[config.mk]
export PLATFORM = sky130hd
export DESIGN_NAME = hpsb_slot_breaker
export DESIGN_NICKNAME = d
export VERILOG_FILES = /design/src/common/hpsb_pkg.sv /design/src/hpsb_slot_breaker.sv
export SDC_FILE = /design/constraint.sdc
export NUM_CORES = 1
export LEC_CHECK = 0
export CORE_MARGIN = 1
export CORE_UTILIZATION = 42
export CTS_CLUSTER_SIZE = 12
export DETAILED_ROUTE_END_ITERATION = 7
export DONT_BUFFER_PORTS = 1
export GPL_ROUTABILITY_DRIVEN = 0
export PLACE_DENSITY = 0.57
export SLEW_MARGIN = 40
export SYNTH_ARGS = -nofsm -noshare
export SYNTH_HDL_FRONTEND = slang
export SYNTH_SLANG_ARGS = --single-unit
[constraint.sdc]
create_clock -name clock -period 3.29 [get_ports clock]
set_input_delay 0.1645 -clock clock [delete_from_list [all_inputs] [get_ports clock]]
set_output_delay 0.1645 -clock clock [all_outputs]
set_load 0.005 [all_outputs]
[src/common/hpsb_pkg.sv]
`default_nettype none
package hpsb_pkg;
  // breaker delay default: filter time in microseconds
  localparam int unsigned BREAKER_DELAY_US = 40000;
  localparam int unsigned CLOCK_MHZ = 40;
  // delay in cycles is microseconds times clock MHz, an exact product of 1600000
  localparam int unsigned BREAKER_DELAY_CYC = BREAKER_DELAY_US * CLOCK_MHZ;
  localparam int unsigned DELAY_W = 24;
  // reset values
  localparam logic RESET_OFF = 1'b0;
  // slot main-rail states
  typedef enum logic [1:0] {
    HPSB_OFF,
    HPSB_RAMP,
    HPSB_ON,
    HPSB_TRIP
  } hpsb_main_e;
  typedef enum logic [1:0] {
    HPSB_AOFF,
    HPSB_AON,
    HPSB_ATRIP
  } hpsb_aux_e;
endpackage
`default_nettype wire

[src/hpsb_slot_breaker.sv]
// Behaviour
// RULE1: main overcurrent longer than breaker delay trips both main rails, standby untouched
// RULE2: fast-trip level on a main rail switches main rails off at once
// RULE3: supply undervoltage trips breaker only while main rails enabled
// RULE4: standby rail has no fast trip; trips only when delay expires
// RULE5: regulation during start-up starts the breaker delay timer
// RULE6: regulate inrush until rail reaches power-ok threshold, then set flag
// RULE7: after main fault, main enable must go high, low, high to re-enable
// RULE8: after standby fault, standby enable toggles likewise; both if both faulted
// RULE9: every trip raises the matching fault and shared interrupt together
// RULE10: interrupt released only by falling edge of main or standby enable
// RULE11: standby rail follows standby enable only, regardless of main undervoltage; code also needs card latch closed
// RULE12: controller should drop main enables before main supplies drop
// RULE13: switched-off outputs get discharge path connected
// RULE14: main rails start on main enable rise with card latch closed
// RULE15: reset clears all fault and status flags
// RULE16: tripped state stays latched until matching enable toggle
`timescale 1ns/100ps
`default_nettype none
module hpsb_slot_breaker #(
  parameter int unsigned DELAY_CYC = hpsb_pkg::BREAKER_DELAY_CYC
) (
  // clock and reset
  input wire logic clock,
  input wire logic nrst,
  input wire logic clk_en,
  // enables from the controlling party (pins)
  input wire logic main_enable,
  input wire logic standby_rail_enable,
  input wire logic card_latch_closed_n,
  // analog indications (pins)
  input wire logic main_over_limit,
  input wire logic main_fast_trip,
  input wire logic main_supply_uv,
  input wire logic standby_over_limit,
  input wire logic rail12_power_ok,
  input wire logic rail3_power_ok,
  // rail controls
  output logic rail12_gate_drive,
  output logic rail3_gate_drive,
  output logic main_regulate,
  output logic standby_rail_out,
  output logic main_discharge,
  output logic standby_discharge,
  // status
  output logic rail12_ok_flag,
  output logic rail3_ok_flag,
  output logic main_fault,
  output logic standby_fault,
  output logic irq
);

  localparam int NIN = 9;
  localparam logic [hpsb_pkg::DELAY_W-1:0] DLY = hpsb_pkg::DELAY_W'(DELAY_CYC);

  ////////////////////////////////////////////////////////////////
  // pin synchronisers: three stages, change accepted once stages 2 and 3 agree
  logic [NIN-1:0] pin_raw, s1_r, s2_r, s3_r, clean_r, clean_nxt;
  assign pin_raw = {main_enable, standby_rail_enable, ~card_latch_closed_n, main_over_limit,
    main_fast_trip, main_supply_uv, standby_over_limit, rail12_power_ok, rail3_power_ok};

  always_comb begin
    clean_nxt = clean_r;
    for (int i = 0; i < NIN; i++) begin
      if (s2_r[i] == s3_r[i]) begin
        clean_nxt[i] = s3_r[i];
      end
    end
  end

  always_ff @(posedge clock or negedge nrst) begin
    if (!nrst) begin
      s1_r <= '0;
      s2_r <= '0;
      s3_r <= '0;
      clean_r <= '0;
    end else if (clk_en) begin
      s1_r <= pin_raw;
      s2_r <= s1_r;
      s3_r <= s2_r;
      clean_r <= clean_nxt;
    end
  end

  logic en_m, en_s, latch_ok, oc_m, fast_m, uv_m, oc_s, pg12, pg3;
  assign {en_m, en_s, latch_ok, oc_m, fast_m, uv_m, oc_s, pg12, pg3} = clean_r;

  ////////////////////////////////////////////////////////////////
  // edge detection on the clean enables
  logic en_m_r, en_s_r;
  logic m_rise, m_fall, s_rise, s_fall;
  assign m_rise = en_m & ~en_m_r;
  assign m_fall = ~en_m & en_m_r;
  assign s_rise = en_s & ~en_s_r;
  assign s_fall = ~en_s & en_s_r;

  ////////////////////////////////////////////////////////////////
  // breaker state, delay timers and latched flags
  hpsb_pkg::hpsb_main_e mst_r, mst_nxt;
  hpsb_pkg::hpsb_aux_e ast_r, ast_nxt;
  logic [hpsb_pkg::DELAY_W-1:0] mcnt_r, mcnt_nxt, acnt_r, acnt_nxt;
  logic mflt_r, mflt_nxt, sflt_r, sflt_nxt, irq_r, irq_nxt;
  logic pg12_r, pg12_nxt, pg3_r, pg3_nxt, reg_r, reg_nxt;
  logic main_trip, aux_trip, main_live;

  assign main_live = (mst_r == hpsb_pkg::HPSB_RAMP) || (mst_r == hpsb_pkg::HPSB_ON);
  // one timer shared by slow overcurrent and regulation; fast trip bypasses it
  assign main_trip = main_live && (fast_m // RULE2
    || (oc_m && mcnt_r >= DLY - 1'b1) // RULE1 RULE5
    || uv_m); // RULE3 RULE12
  assign aux_trip = (ast_r == hpsb_pkg::HPSB_AON) && oc_s && acnt_r >= DLY - 1'b1; // RULE4

  always_comb begin
    mst_nxt = mst_r;
    ast_nxt = ast_r;
    mcnt_nxt = (main_live && oc_m) ? mcnt_r + 1'b1 : '0; // RULE5
    acnt_nxt = (ast_r == hpsb_pkg::HPSB_AON && oc_s) ? acnt_r + 1'b1 : '0;
    mflt_nxt = mflt_r;
    sflt_nxt = sflt_r;
    irq_nxt = irq_r;
    pg12_nxt = pg12_r;
    pg3_nxt = pg3_r;
    reg_nxt = 1'b0;
    case (mst_r)
      hpsb_pkg::HPSB_OFF: begin
        if (m_rise && latch_ok) begin // RULE14
          mst_nxt = hpsb_pkg::HPSB_RAMP;
        end
      end
      hpsb_pkg::HPSB_RAMP: begin
        reg_nxt = oc_m; // RULE5
        if (pg12) pg12_nxt = 1'b1; // RULE6
        if (pg3) pg3_nxt = 1'b1; // RULE6
        if (pg12_r && pg3_r) mst_nxt = hpsb_pkg::HPSB_ON;
      end
      hpsb_pkg::HPSB_ON: begin
        reg_nxt = oc_m;
      end
      hpsb_pkg::HPSB_TRIP: begin
        // held off until enable toggles high-low-high; clears on the rise
        if (m_rise && latch_ok) begin // RULE7 RULE16
          mst_nxt = hpsb_pkg::HPSB_RAMP;
          mflt_nxt = 1'b0;
        end
      end
      default: mst_nxt = hpsb_pkg::HPSB_OFF;
    endcase
    if (main_live && (!en_m || !latch_ok)) begin
      mst_nxt = hpsb_pkg::HPSB_OFF;
      reg_nxt = 1'b0;
    end
    if (mst_nxt == hpsb_pkg::HPSB_OFF || mst_nxt == hpsb_pkg::HPSB_TRIP) begin
      pg12_nxt = 1'b0;
      pg3_nxt = 1'b0;
    end
    case (ast_r)
      hpsb_pkg::HPSB_AOFF: begin
        if (en_s && latch_ok) ast_nxt = hpsb_pkg::HPSB_AON; // RULE11
      end
      hpsb_pkg::HPSB_AON: begin
        if (!en_s || !latch_ok) ast_nxt = hpsb_pkg::HPSB_AOFF;
      end
      hpsb_pkg::HPSB_ATRIP: begin
        if (s_rise && latch_ok) begin // RULE8 RULE16
          ast_nxt = hpsb_pkg::HPSB_AON;
          sflt_nxt = 1'b0;
        end
      end
      default: ast_nxt = hpsb_pkg::HPSB_AOFF;
    endcase
    // interrupt release on a falling enable; a trip in the same cycle wins
    if (m_fall || s_fall) irq_nxt = 1'b0; // RULE10
    if (main_trip) begin // RULE1 RULE9
      mst_nxt = hpsb_pkg::HPSB_TRIP;
      mflt_nxt = 1'b1;
      irq_nxt = 1'b1;
      reg_nxt = 1'b0;
      pg12_nxt = 1'b0;
      pg3_nxt = 1'b0;
    end
    if (aux_trip) begin // RULE4 RULE9
      ast_nxt = hpsb_pkg::HPSB_ATRIP;
      sflt_nxt = 1'b1;
      irq_nxt = 1'b1;
    end
  end

  always_ff @(posedge clock or negedge nrst) begin
    if (!nrst) begin // RULE15
      mst_r <= hpsb_pkg::HPSB_OFF;
      ast_r <= hpsb_pkg::HPSB_AOFF;
      mcnt_r <= '0;
      acnt_r <= '0;
      mflt_r <= hpsb_pkg::RESET_OFF;
      sflt_r <= hpsb_pkg::RESET_OFF;
      irq_r <= hpsb_pkg::RESET_OFF;
      pg12_r <= hpsb_pkg::RESET_OFF;
      pg3_r <= hpsb_pkg::RESET_OFF;
      reg_r <= hpsb_pkg::RESET_OFF;
      en_m_r <= 1'b0;
      en_s_r <= 1'b0;
    end else if (clk_en) begin
      mst_r <= mst_nxt;
      ast_r <= ast_nxt;
      mcnt_r <= mcnt_nxt;
      acnt_r <= acnt_nxt;
      mflt_r <= mflt_nxt;
      sflt_r <= sflt_nxt;
      irq_r <= irq_nxt;
      pg12_r <= pg12_nxt;
      pg3_r <= pg3_nxt;
      reg_r <= reg_nxt;
      en_m_r <= en_m;
      en_s_r <= en_s;
    end
  end

  ////////////////////////////////////////////////////////////////
  // output registers: gate drives follow next state, discharge has its own flop
  // so every pin leaves a register with no inverter glitch behind it
  logic m_on_r, m_on_nxt, s_on_r, s_on_nxt;
  logic m_dis_r, m_dis_nxt, s_dis_r, s_dis_nxt;
  always_comb begin
    m_on_nxt = (mst_nxt == hpsb_pkg::HPSB_RAMP) || (mst_nxt == hpsb_pkg::HPSB_ON);
    s_on_nxt = ast_nxt == hpsb_pkg::HPSB_AON; // RULE11
    m_dis_nxt = ~m_on_nxt; // RULE13
    s_dis_nxt = ~s_on_nxt; // RULE13
  end

  // discharge paths are connected while in reset, rails off
  always_ff @(posedge clock or negedge nrst) begin
    if (!nrst) begin
      m_on_r <= hpsb_pkg::RESET_OFF;
      s_on_r <= hpsb_pkg::RESET_OFF;
      m_dis_r <= ~hpsb_pkg::RESET_OFF;
      s_dis_r <= ~hpsb_pkg::RESET_OFF;
    end else if (clk_en) begin
      m_on_r <= m_on_nxt;
      s_on_r <= s_on_nxt;
      m_dis_r <= m_dis_nxt;
      s_dis_r <= s_dis_nxt;
    end
  end

  assign rail12_gate_drive = m_on_r;
  assign rail3_gate_drive = m_on_r;
  assign main_discharge = m_dis_r; // RULE13
  assign standby_rail_out = s_on_r;
  assign standby_discharge = s_dis_r; // RULE13
  assign main_regulate = reg_r;
  assign rail12_ok_flag = pg12_r;
  assign rail3_ok_flag = pg3_r;
  assign main_fault = mflt_r;
  assign standby_fault = sflt_r;
  assign irq = irq_r;

  ////////////////////////////////////////////////////////////////
  // checks
  fast_trip_off_a: assert property (@(posedge clock) disable iff (!nrst) // RULE2
    clk_en && main_live && fast_m |=> !m_on_r && mflt_r)
    else $error("fast trip did not switch main rails off");
  trip_irq_pair_a: assert property (@(posedge clock) disable iff (!nrst) // RULE9
    clk_en && main_trip |=> mflt_r && irq_r)
    else $error("trip without fault and interrupt");
  uv_off_ignore_a: assert property (@(posedge clock) disable iff (!nrst) // RULE3
    clk_en && !main_live && uv_m && !mflt_r |=> !mflt_r)
    else $error("undervoltage tripped a switched-off slot");
  irq_release_a: assert property (@(posedge clock) disable iff (!nrst) // RULE10
    clk_en && irq_r && !m_fall && !s_fall |=> irq_r)
    else $error("interrupt released without enable fall");
  trip_latched_a: assert property (@(posedge clock) disable iff (!nrst) // RULE16
    clk_en && mst_r == hpsb_pkg::HPSB_TRIP && !m_rise |=> mst_r == hpsb_pkg::HPSB_TRIP)
    else $error("main trip released without enable rise");
  aux_no_fast_a: assert property (@(posedge clock) disable iff (!nrst) // RULE4
    clk_en && $rose(sflt_r) |-> $past(acnt_r) >= DLY - 1'b1)
    else $error("standby tripped before delay expired");
  start_latch_a: assert property (@(posedge clock) disable iff (!nrst) // RULE14
    clk_en && mst_r == hpsb_pkg::HPSB_OFF && !latch_ok |=> mst_r == hpsb_pkg::HPSB_OFF)
    else $error("main start without card latch");
  discharge_inv_a: assert property (@(posedge clock) disable iff (!nrst) // RULE13
    clk_en && !main_live |-> main_discharge)
    else $error("discharge not applied to off slot");
endmodule
`default_nettype wire

# == Word level (Yosys, flattened, before mapping) ==
# Index checks and enable logic that the tools add are counted.
# word_totals
regBits,100
input_bits,12
# classes
addsub,2
order_cmp,2
n_eq_ne,18
n_mux,32
bitwise_logic,11
n_reduce_logical,48
# op_table
cell,n
24-bit by 1-bit adder with 24-bit output (second input constant),2
24-bit by 21-bit >= comparator with 1-bit output (second input constant),2
24-bit 2-to-1 mux,2
1-bit 2-to-1 mux,20
2-bit AND reduction,10
2-bit 2-to-1 mux,8
3-bit AND reduction,4
3-bit nonzero test,4
2-bit equality test (second input constant),5
1-bit logical AND,10
1-bit equality test,9
2-bit by 1-bit equality test with 1-bit output (second input constant),4
1-bit logical OR,8
2-bit nonzero test,4
1-bit NOT,7
2-bit zero test,3
2-bit case mux with 3 select lines,1
1-bit bitwise AND,4
2-bit case mux with 2 select lines,1
2-bit OR reduction,2
1-bit zero test,3

# == Depth between registers and ports, before layout ==
# logic_depth
ltp_word,10
depth_mapped,7
mapped_depth_nobuf,7

# == Worst setup path after synthesis ==
# Ideal clock, no wire load.
# synth_path
path_kind,register to register
from,register mst_r[0]
to,register mcnt_r[17] in the netlist's numbering
t_arrival_ns,1.587
slack_ns,1.571
stages_incl_launch_ff,7
n_path_buf,1
synth_period_minus_slack_ns,1.719
cell_sequence,dfrtp_1 > inv_1 > ha_1 > nor2b_1 > nor2_1 > clkbuf_1 > nor2_1
# synth_between
elab_chain_cells,4
elab_cells_between_ends,5
cone_classes,eq/ne (2); mux (1); reduce/logical (2)
# synth_lines
element,line,source
from (decl),hpsb_slot_breaker.sv:99,"hpsb_pkg::hpsb_main_e mst_r, mst_nxt;"
from (signal assigned),hpsb_slot_breaker.sv:190,mst_r <= hpsb_pkg::HPSB_OFF;
from (signal assigned),hpsb_slot_breaker.sv:203,mst_r <= mst_nxt;
2-bit by 1-bit equality test with 1-bit output / 2-bit equality test (equally long branches),hpsb_slot_breaker.sv:106,assign main_live = (mst_r == hpsb_pkg::HPSB_RAMP) || (mst_r == hpsb_pkg::HPSB_ON);
1-bit logical OR (*),hpsb_slot_breaker.sv:106,
1-bit logical AND (*),hpsb_slot_breaker.sv:116,mcnt_nxt = (main_live && oc_m) ? mcnt_r + 1'b1 : '0;
24-bit 2-to-1 mux (*),hpsb_slot_breaker.sv:116,
to (signal assigned),hpsb_slot_breaker.sv:205,mcnt_r <= mcnt_nxt;
to (decl),hpsb_slot_breaker.sv:101,"logic [hpsb_pkg::DELAY_W-1:0] mcnt_r, mcnt_nxt, acnt_r, acnt_nxt;"
# Mark *: on every way between the ends. The rest lies on a longest branch, timed or not.
# A chain may end at the register's enable or synchronous reset.

# == Worst setup path in the final report ==
# layout_path
from,register mcnt_r[0] in the netlist's numbering
to,"register m_on_r, in the netlist rail12_gate_drive"
# layout_between
elab_chain_cells,8
elab_cells_between_ends,9
cone_classes,order compare (1); eq/ne (2); mux (1); reduce/logical (5)
# layout_lines
element,line,source
24-bit by 21-bit >= comparator with 1-bit output (*),hpsb_slot_breaker.sv:109,|| (oc_m && mcnt_r >= DLY - 1'b1)
1-bit logical AND (*),hpsb_slot_breaker.sv:109,
1-bit logical OR (*),hpsb_slot_breaker.sv:109,
1-bit logical OR (*),hpsb_slot_breaker.sv:110,|| uv_m);
1-bit logical AND (*),hpsb_slot_breaker.sv:108,assign main_trip = main_live && (fast_m
2-bit 2-to-1 mux (*),hpsb_slot_breaker.sv:173,if (main_trip) begin
2-bit by 1-bit equality test with 1-bit output / 2-bit equality test (equally long branches),hpsb_slot_breaker.sv:224,m_on_nxt = (mst_nxt == hpsb_pkg::HPSB_RAMP) || (mst_nxt == hpsb_pkg::HPSB_ON);
1-bit logical OR (*),hpsb_slot_breaker.sv:224,
to (signal assigned),hpsb_slot_breaker.sv:233,m_on_r <= hpsb_pkg::RESET_OFF;
to (signal assigned),hpsb_slot_breaker.sv:238,m_on_r <= m_on_nxt;
to (decl),hpsb_slot_breaker.sv:221,"logic m_on_r, m_on_nxt, s_on_r, s_on_nxt;"
# Marked as above.

==> impl_results.md <==
- Setup CP Type: reg2reg
- H-Tree Depth: 3
- CP Max Fanout: 4
- Worst Hold Class: in2reg
- Total GRT Usage: 17.4%
- Worst clock skew: 0.00752 ns
- Via density: 5.45
- Sequential area share after synthesis: 52.9%
- # IOs: 23
- Initial antenna violation count: 0
- Startpoint types: register
- ANT nets after route: 0
- Worst-path cell chain: ha_1 -> nand3_1 -> nor4_1 -> o21bai_1 -> o221a_2 -> o21ba_2
- Die area: 0.0117 mm^2
- Drt total wl: 9330 um
- Final Max Tran Viols: 0
- Worst Path Required: 3.53 ns
- GRT met1 Usage: 24.2%
- Pwr dens: 619 mW/mm^2
- Top FF cell, synth: dfrtp_1
- Run status: completed
- Synth Area in XOR/XNOR: 5.73%
- Area share of fa/ha/maj cells after synthesis: 1.32%
- Via count: 3386
- Area added between synthesis and finish: 12.4%
- Internal power: 2.29 mW
- Leakage: 2.28 nW
- Setup violators final: 0
- Peak supply drop: 0.386 mV
- Grt met3 use: 3.56%
- Simple-gate share of the synthesized area: 19.1%
- Top-count cell post-synth: dfrtp_1
- Synth Area in Compound Gates: 11.3%
- Comb pwr share: 18.9%
- Net switching power figure: 1.01 mW
- Proportion of netlist area held by the largest area contributor: 51.8%
- Overall Power: 3.29 mW
- Detailed placement HPWL: 5680 um
- Largest net degree at the start of global routing: 101
- Fillers: 1018
- Final hold violations: 0
- Largest family of logic cells by synthesized area: simple AND/OR/NAND/NOR gates
- Mapped Cells: 465
- Reg clk slew, reported paths: 0.07 ns
- Critical Path End Type: register
- Rows: 38
- NumNets Final: 493
- Slowest Stage Delay on Critical Path: 0.45 ns
- RSZ-0062 raised after global routing: no
- CTS max path bufs: 2
- Top cells by area, synth: dfrtp_1 (52%), mux2_2 (5.9%), o21ai_0 (4.8%)
- Die height: 108 um
- CTS root buf: clkbuf_16
- Vias in the first global route: 3237
- Post-route DRC: 0
- Mapped Nets: 482
- IO Port Bufs: 0
- Global-route wire length before repair: 16100 um
- Arrival time worst endpoint: 2.22 ns
- Grt met2 use: 28.0%
- Clock Latency Late Sink: 0.34 ns
- Period minus WS final: 1.98 ns
- Synth cell count leaders: dfrtp_1 (98), o21ai_0 (45), nor2_1 (43), nand2_1 (31), mux2_2 (25)
- Starting Density: 43.3%
- GR Overflow Total: 0
- Synth Area per Inst: 10.2 um^2
- Post-synth ARST share: 100%
- Max Cap Viol: 0
- Gr busiest metal: met2
- Cts bufs inserted: 9
- Sw Share: 30.6%
- Clock power share: 33.0%
- Setup bufs post-CTS: 0
- Total negative slack: 0 ns
- Drt wl/cell: 15.0 um
- Die W: 108 um
- Clock Sinks: 100
- Cell area after synthesis: 0.00474 mm^2
- Synth cell types: 54
- CTS resizes: 0
- First DRT Iteration DRCs: 200
- Synth area leader: dfrtp_1
- Final Core Density: 48.7%
- Number of antenna cells inserted: 0
- Yosys warns: 0
- TritonCTS clock tree: yes
- Max_slew headroom: 55.0%
- Pre-CTS setup slack: 1.22 ns
- Period utilisation layout: 60.2%
- Setup WS post-layout: 1.31 ns
- Yosys reg bits: 100
- Multiplexer share of the synthesized area: 6.58%
- TritonRoute pass-1 iters: 5
- Core ar.: 0.0109 mm^2
- Critical Path Slowest Stage Cell: nor4_1
- Fraction of layout cells with a size suffix above 1: 11.4%
- EDFF count, synth: 0
- Fmax achieved: 0.505 GHz
- Share of power burned in registers: 48.0%
- Worst slew pin tran: 0.676 ns
==> stage by stage <==
step	hold slack, ns	instance area [um^2]	instances
after floorplan	-0.131	4740	465
after global routing	0.0155	5330	621
after CTS	0.00273	5320	621
after detailed placement	-0.129	4860	592
after global placement	-0.129	4860	592
final	0.0160	5330	621
==> worst max-delay path: cells and delay by family, from the launching register on <==
family	cells	cell delay [ns]
flops	1	0.40
fa+ha+maj	1	0.20
compound gates	3	0.69
simple gates	2	0.58
==> flip-flops by register name, summed over array words and instances (netlist names), 2 cells and up <==
signal   cells
mcnt_r      24
s2_r         9
mst_r        2
ast_r        2
s1_r         9
clean_r      9
s3_r         9
acnt_r      24
==> cells by family after synthesis <==
kind of cell / Yosys count
compound gates: 91
mux: 28
simple gates: 174
xor+xnor: 31
fa+ha+maj: 5
flops: 100
buf+inv: 36
==> final timing paths <==
kind / start / to / slack (ns) / cells past startpoint
max reg2reg: mcnt_r[0] / rail12_gate_drive / 1.31 / 6
min: clk_en / ast_r[0] / 0.02 / 2
max: mcnt_r[0] / rail12_gate_drive / 1.31 / 6
min reg2reg: s1_r[0] / s2_r[0] / 0.50 / 1
max in group asynchronous: nrst / standby_discharge / 2.46 / 2
min in group asynchronous: nrst / rail12_ok_flag / 0.44 / 2
==> cell type report <==
class	count	area (um^2)	share of cell area [%]
flip-flops and latches	100	2500	47.0
inverters	22	82.6	1.55
multi-input cells	329	2090	39.3
repair buffers	14	165	3.10
well taps	140	175	3.29
clock buffers	9	225	4.23
clock inverters	7	80.1	1.50
==> layout by cell type (no fill, tap or decap), types with 3 or more instances in the layout <==
cell / count
inv_1: 22
nand2_1: 31
xor2_1: 15
o31ai_1: 3
nor3_1: 9
ha_1: 5
clkbuf_16: 9
inv_6: 4
and3_1: 13
a21oi_1: 16
nand4_1: 13
or3_1: 6
nand2b_1: 8
nor4_1: 5
nor2_1: 43
xnor2_1: 16
dfrtp_1: 98
mux2i_1: 3
o21ai_0: 44
and2_1: 7
a21boi_0: 3
a31oi_1: 5
mux2_2: 25
nand4b_1: 3
o211ai_1: 4
nand3_1: 18
and4_1: 3
dlygate4sd3_1: 11
==> routing by layer <==
layer,vias to the layer above,wire length [um]
met4,0,72
met1,1694,4630
li1,1658,-
met3,5,212
met5,-,0
met2,29,4410
==> power by group through the flow <==
stage                     combinational [mW]  clock (mW)  sequential, mW
final                                  0.624        1.09            1.58
after global routing                   0.722        1.17            1.61
after CTS                              0.635        1.12            1.58
after detailed placement               0.580           0            1.61
after global placement                 0.572           0            1.60
after floorplan                        0.496           0            1.55
==> repair_timing <==
item | CTS | global route
setup endpoints to repair | 0 | 0
hold buffers | 13 | 0
hold endpoints to repair | 137 | 0
No activity file was read; power rests on OpenSTA's default activity.
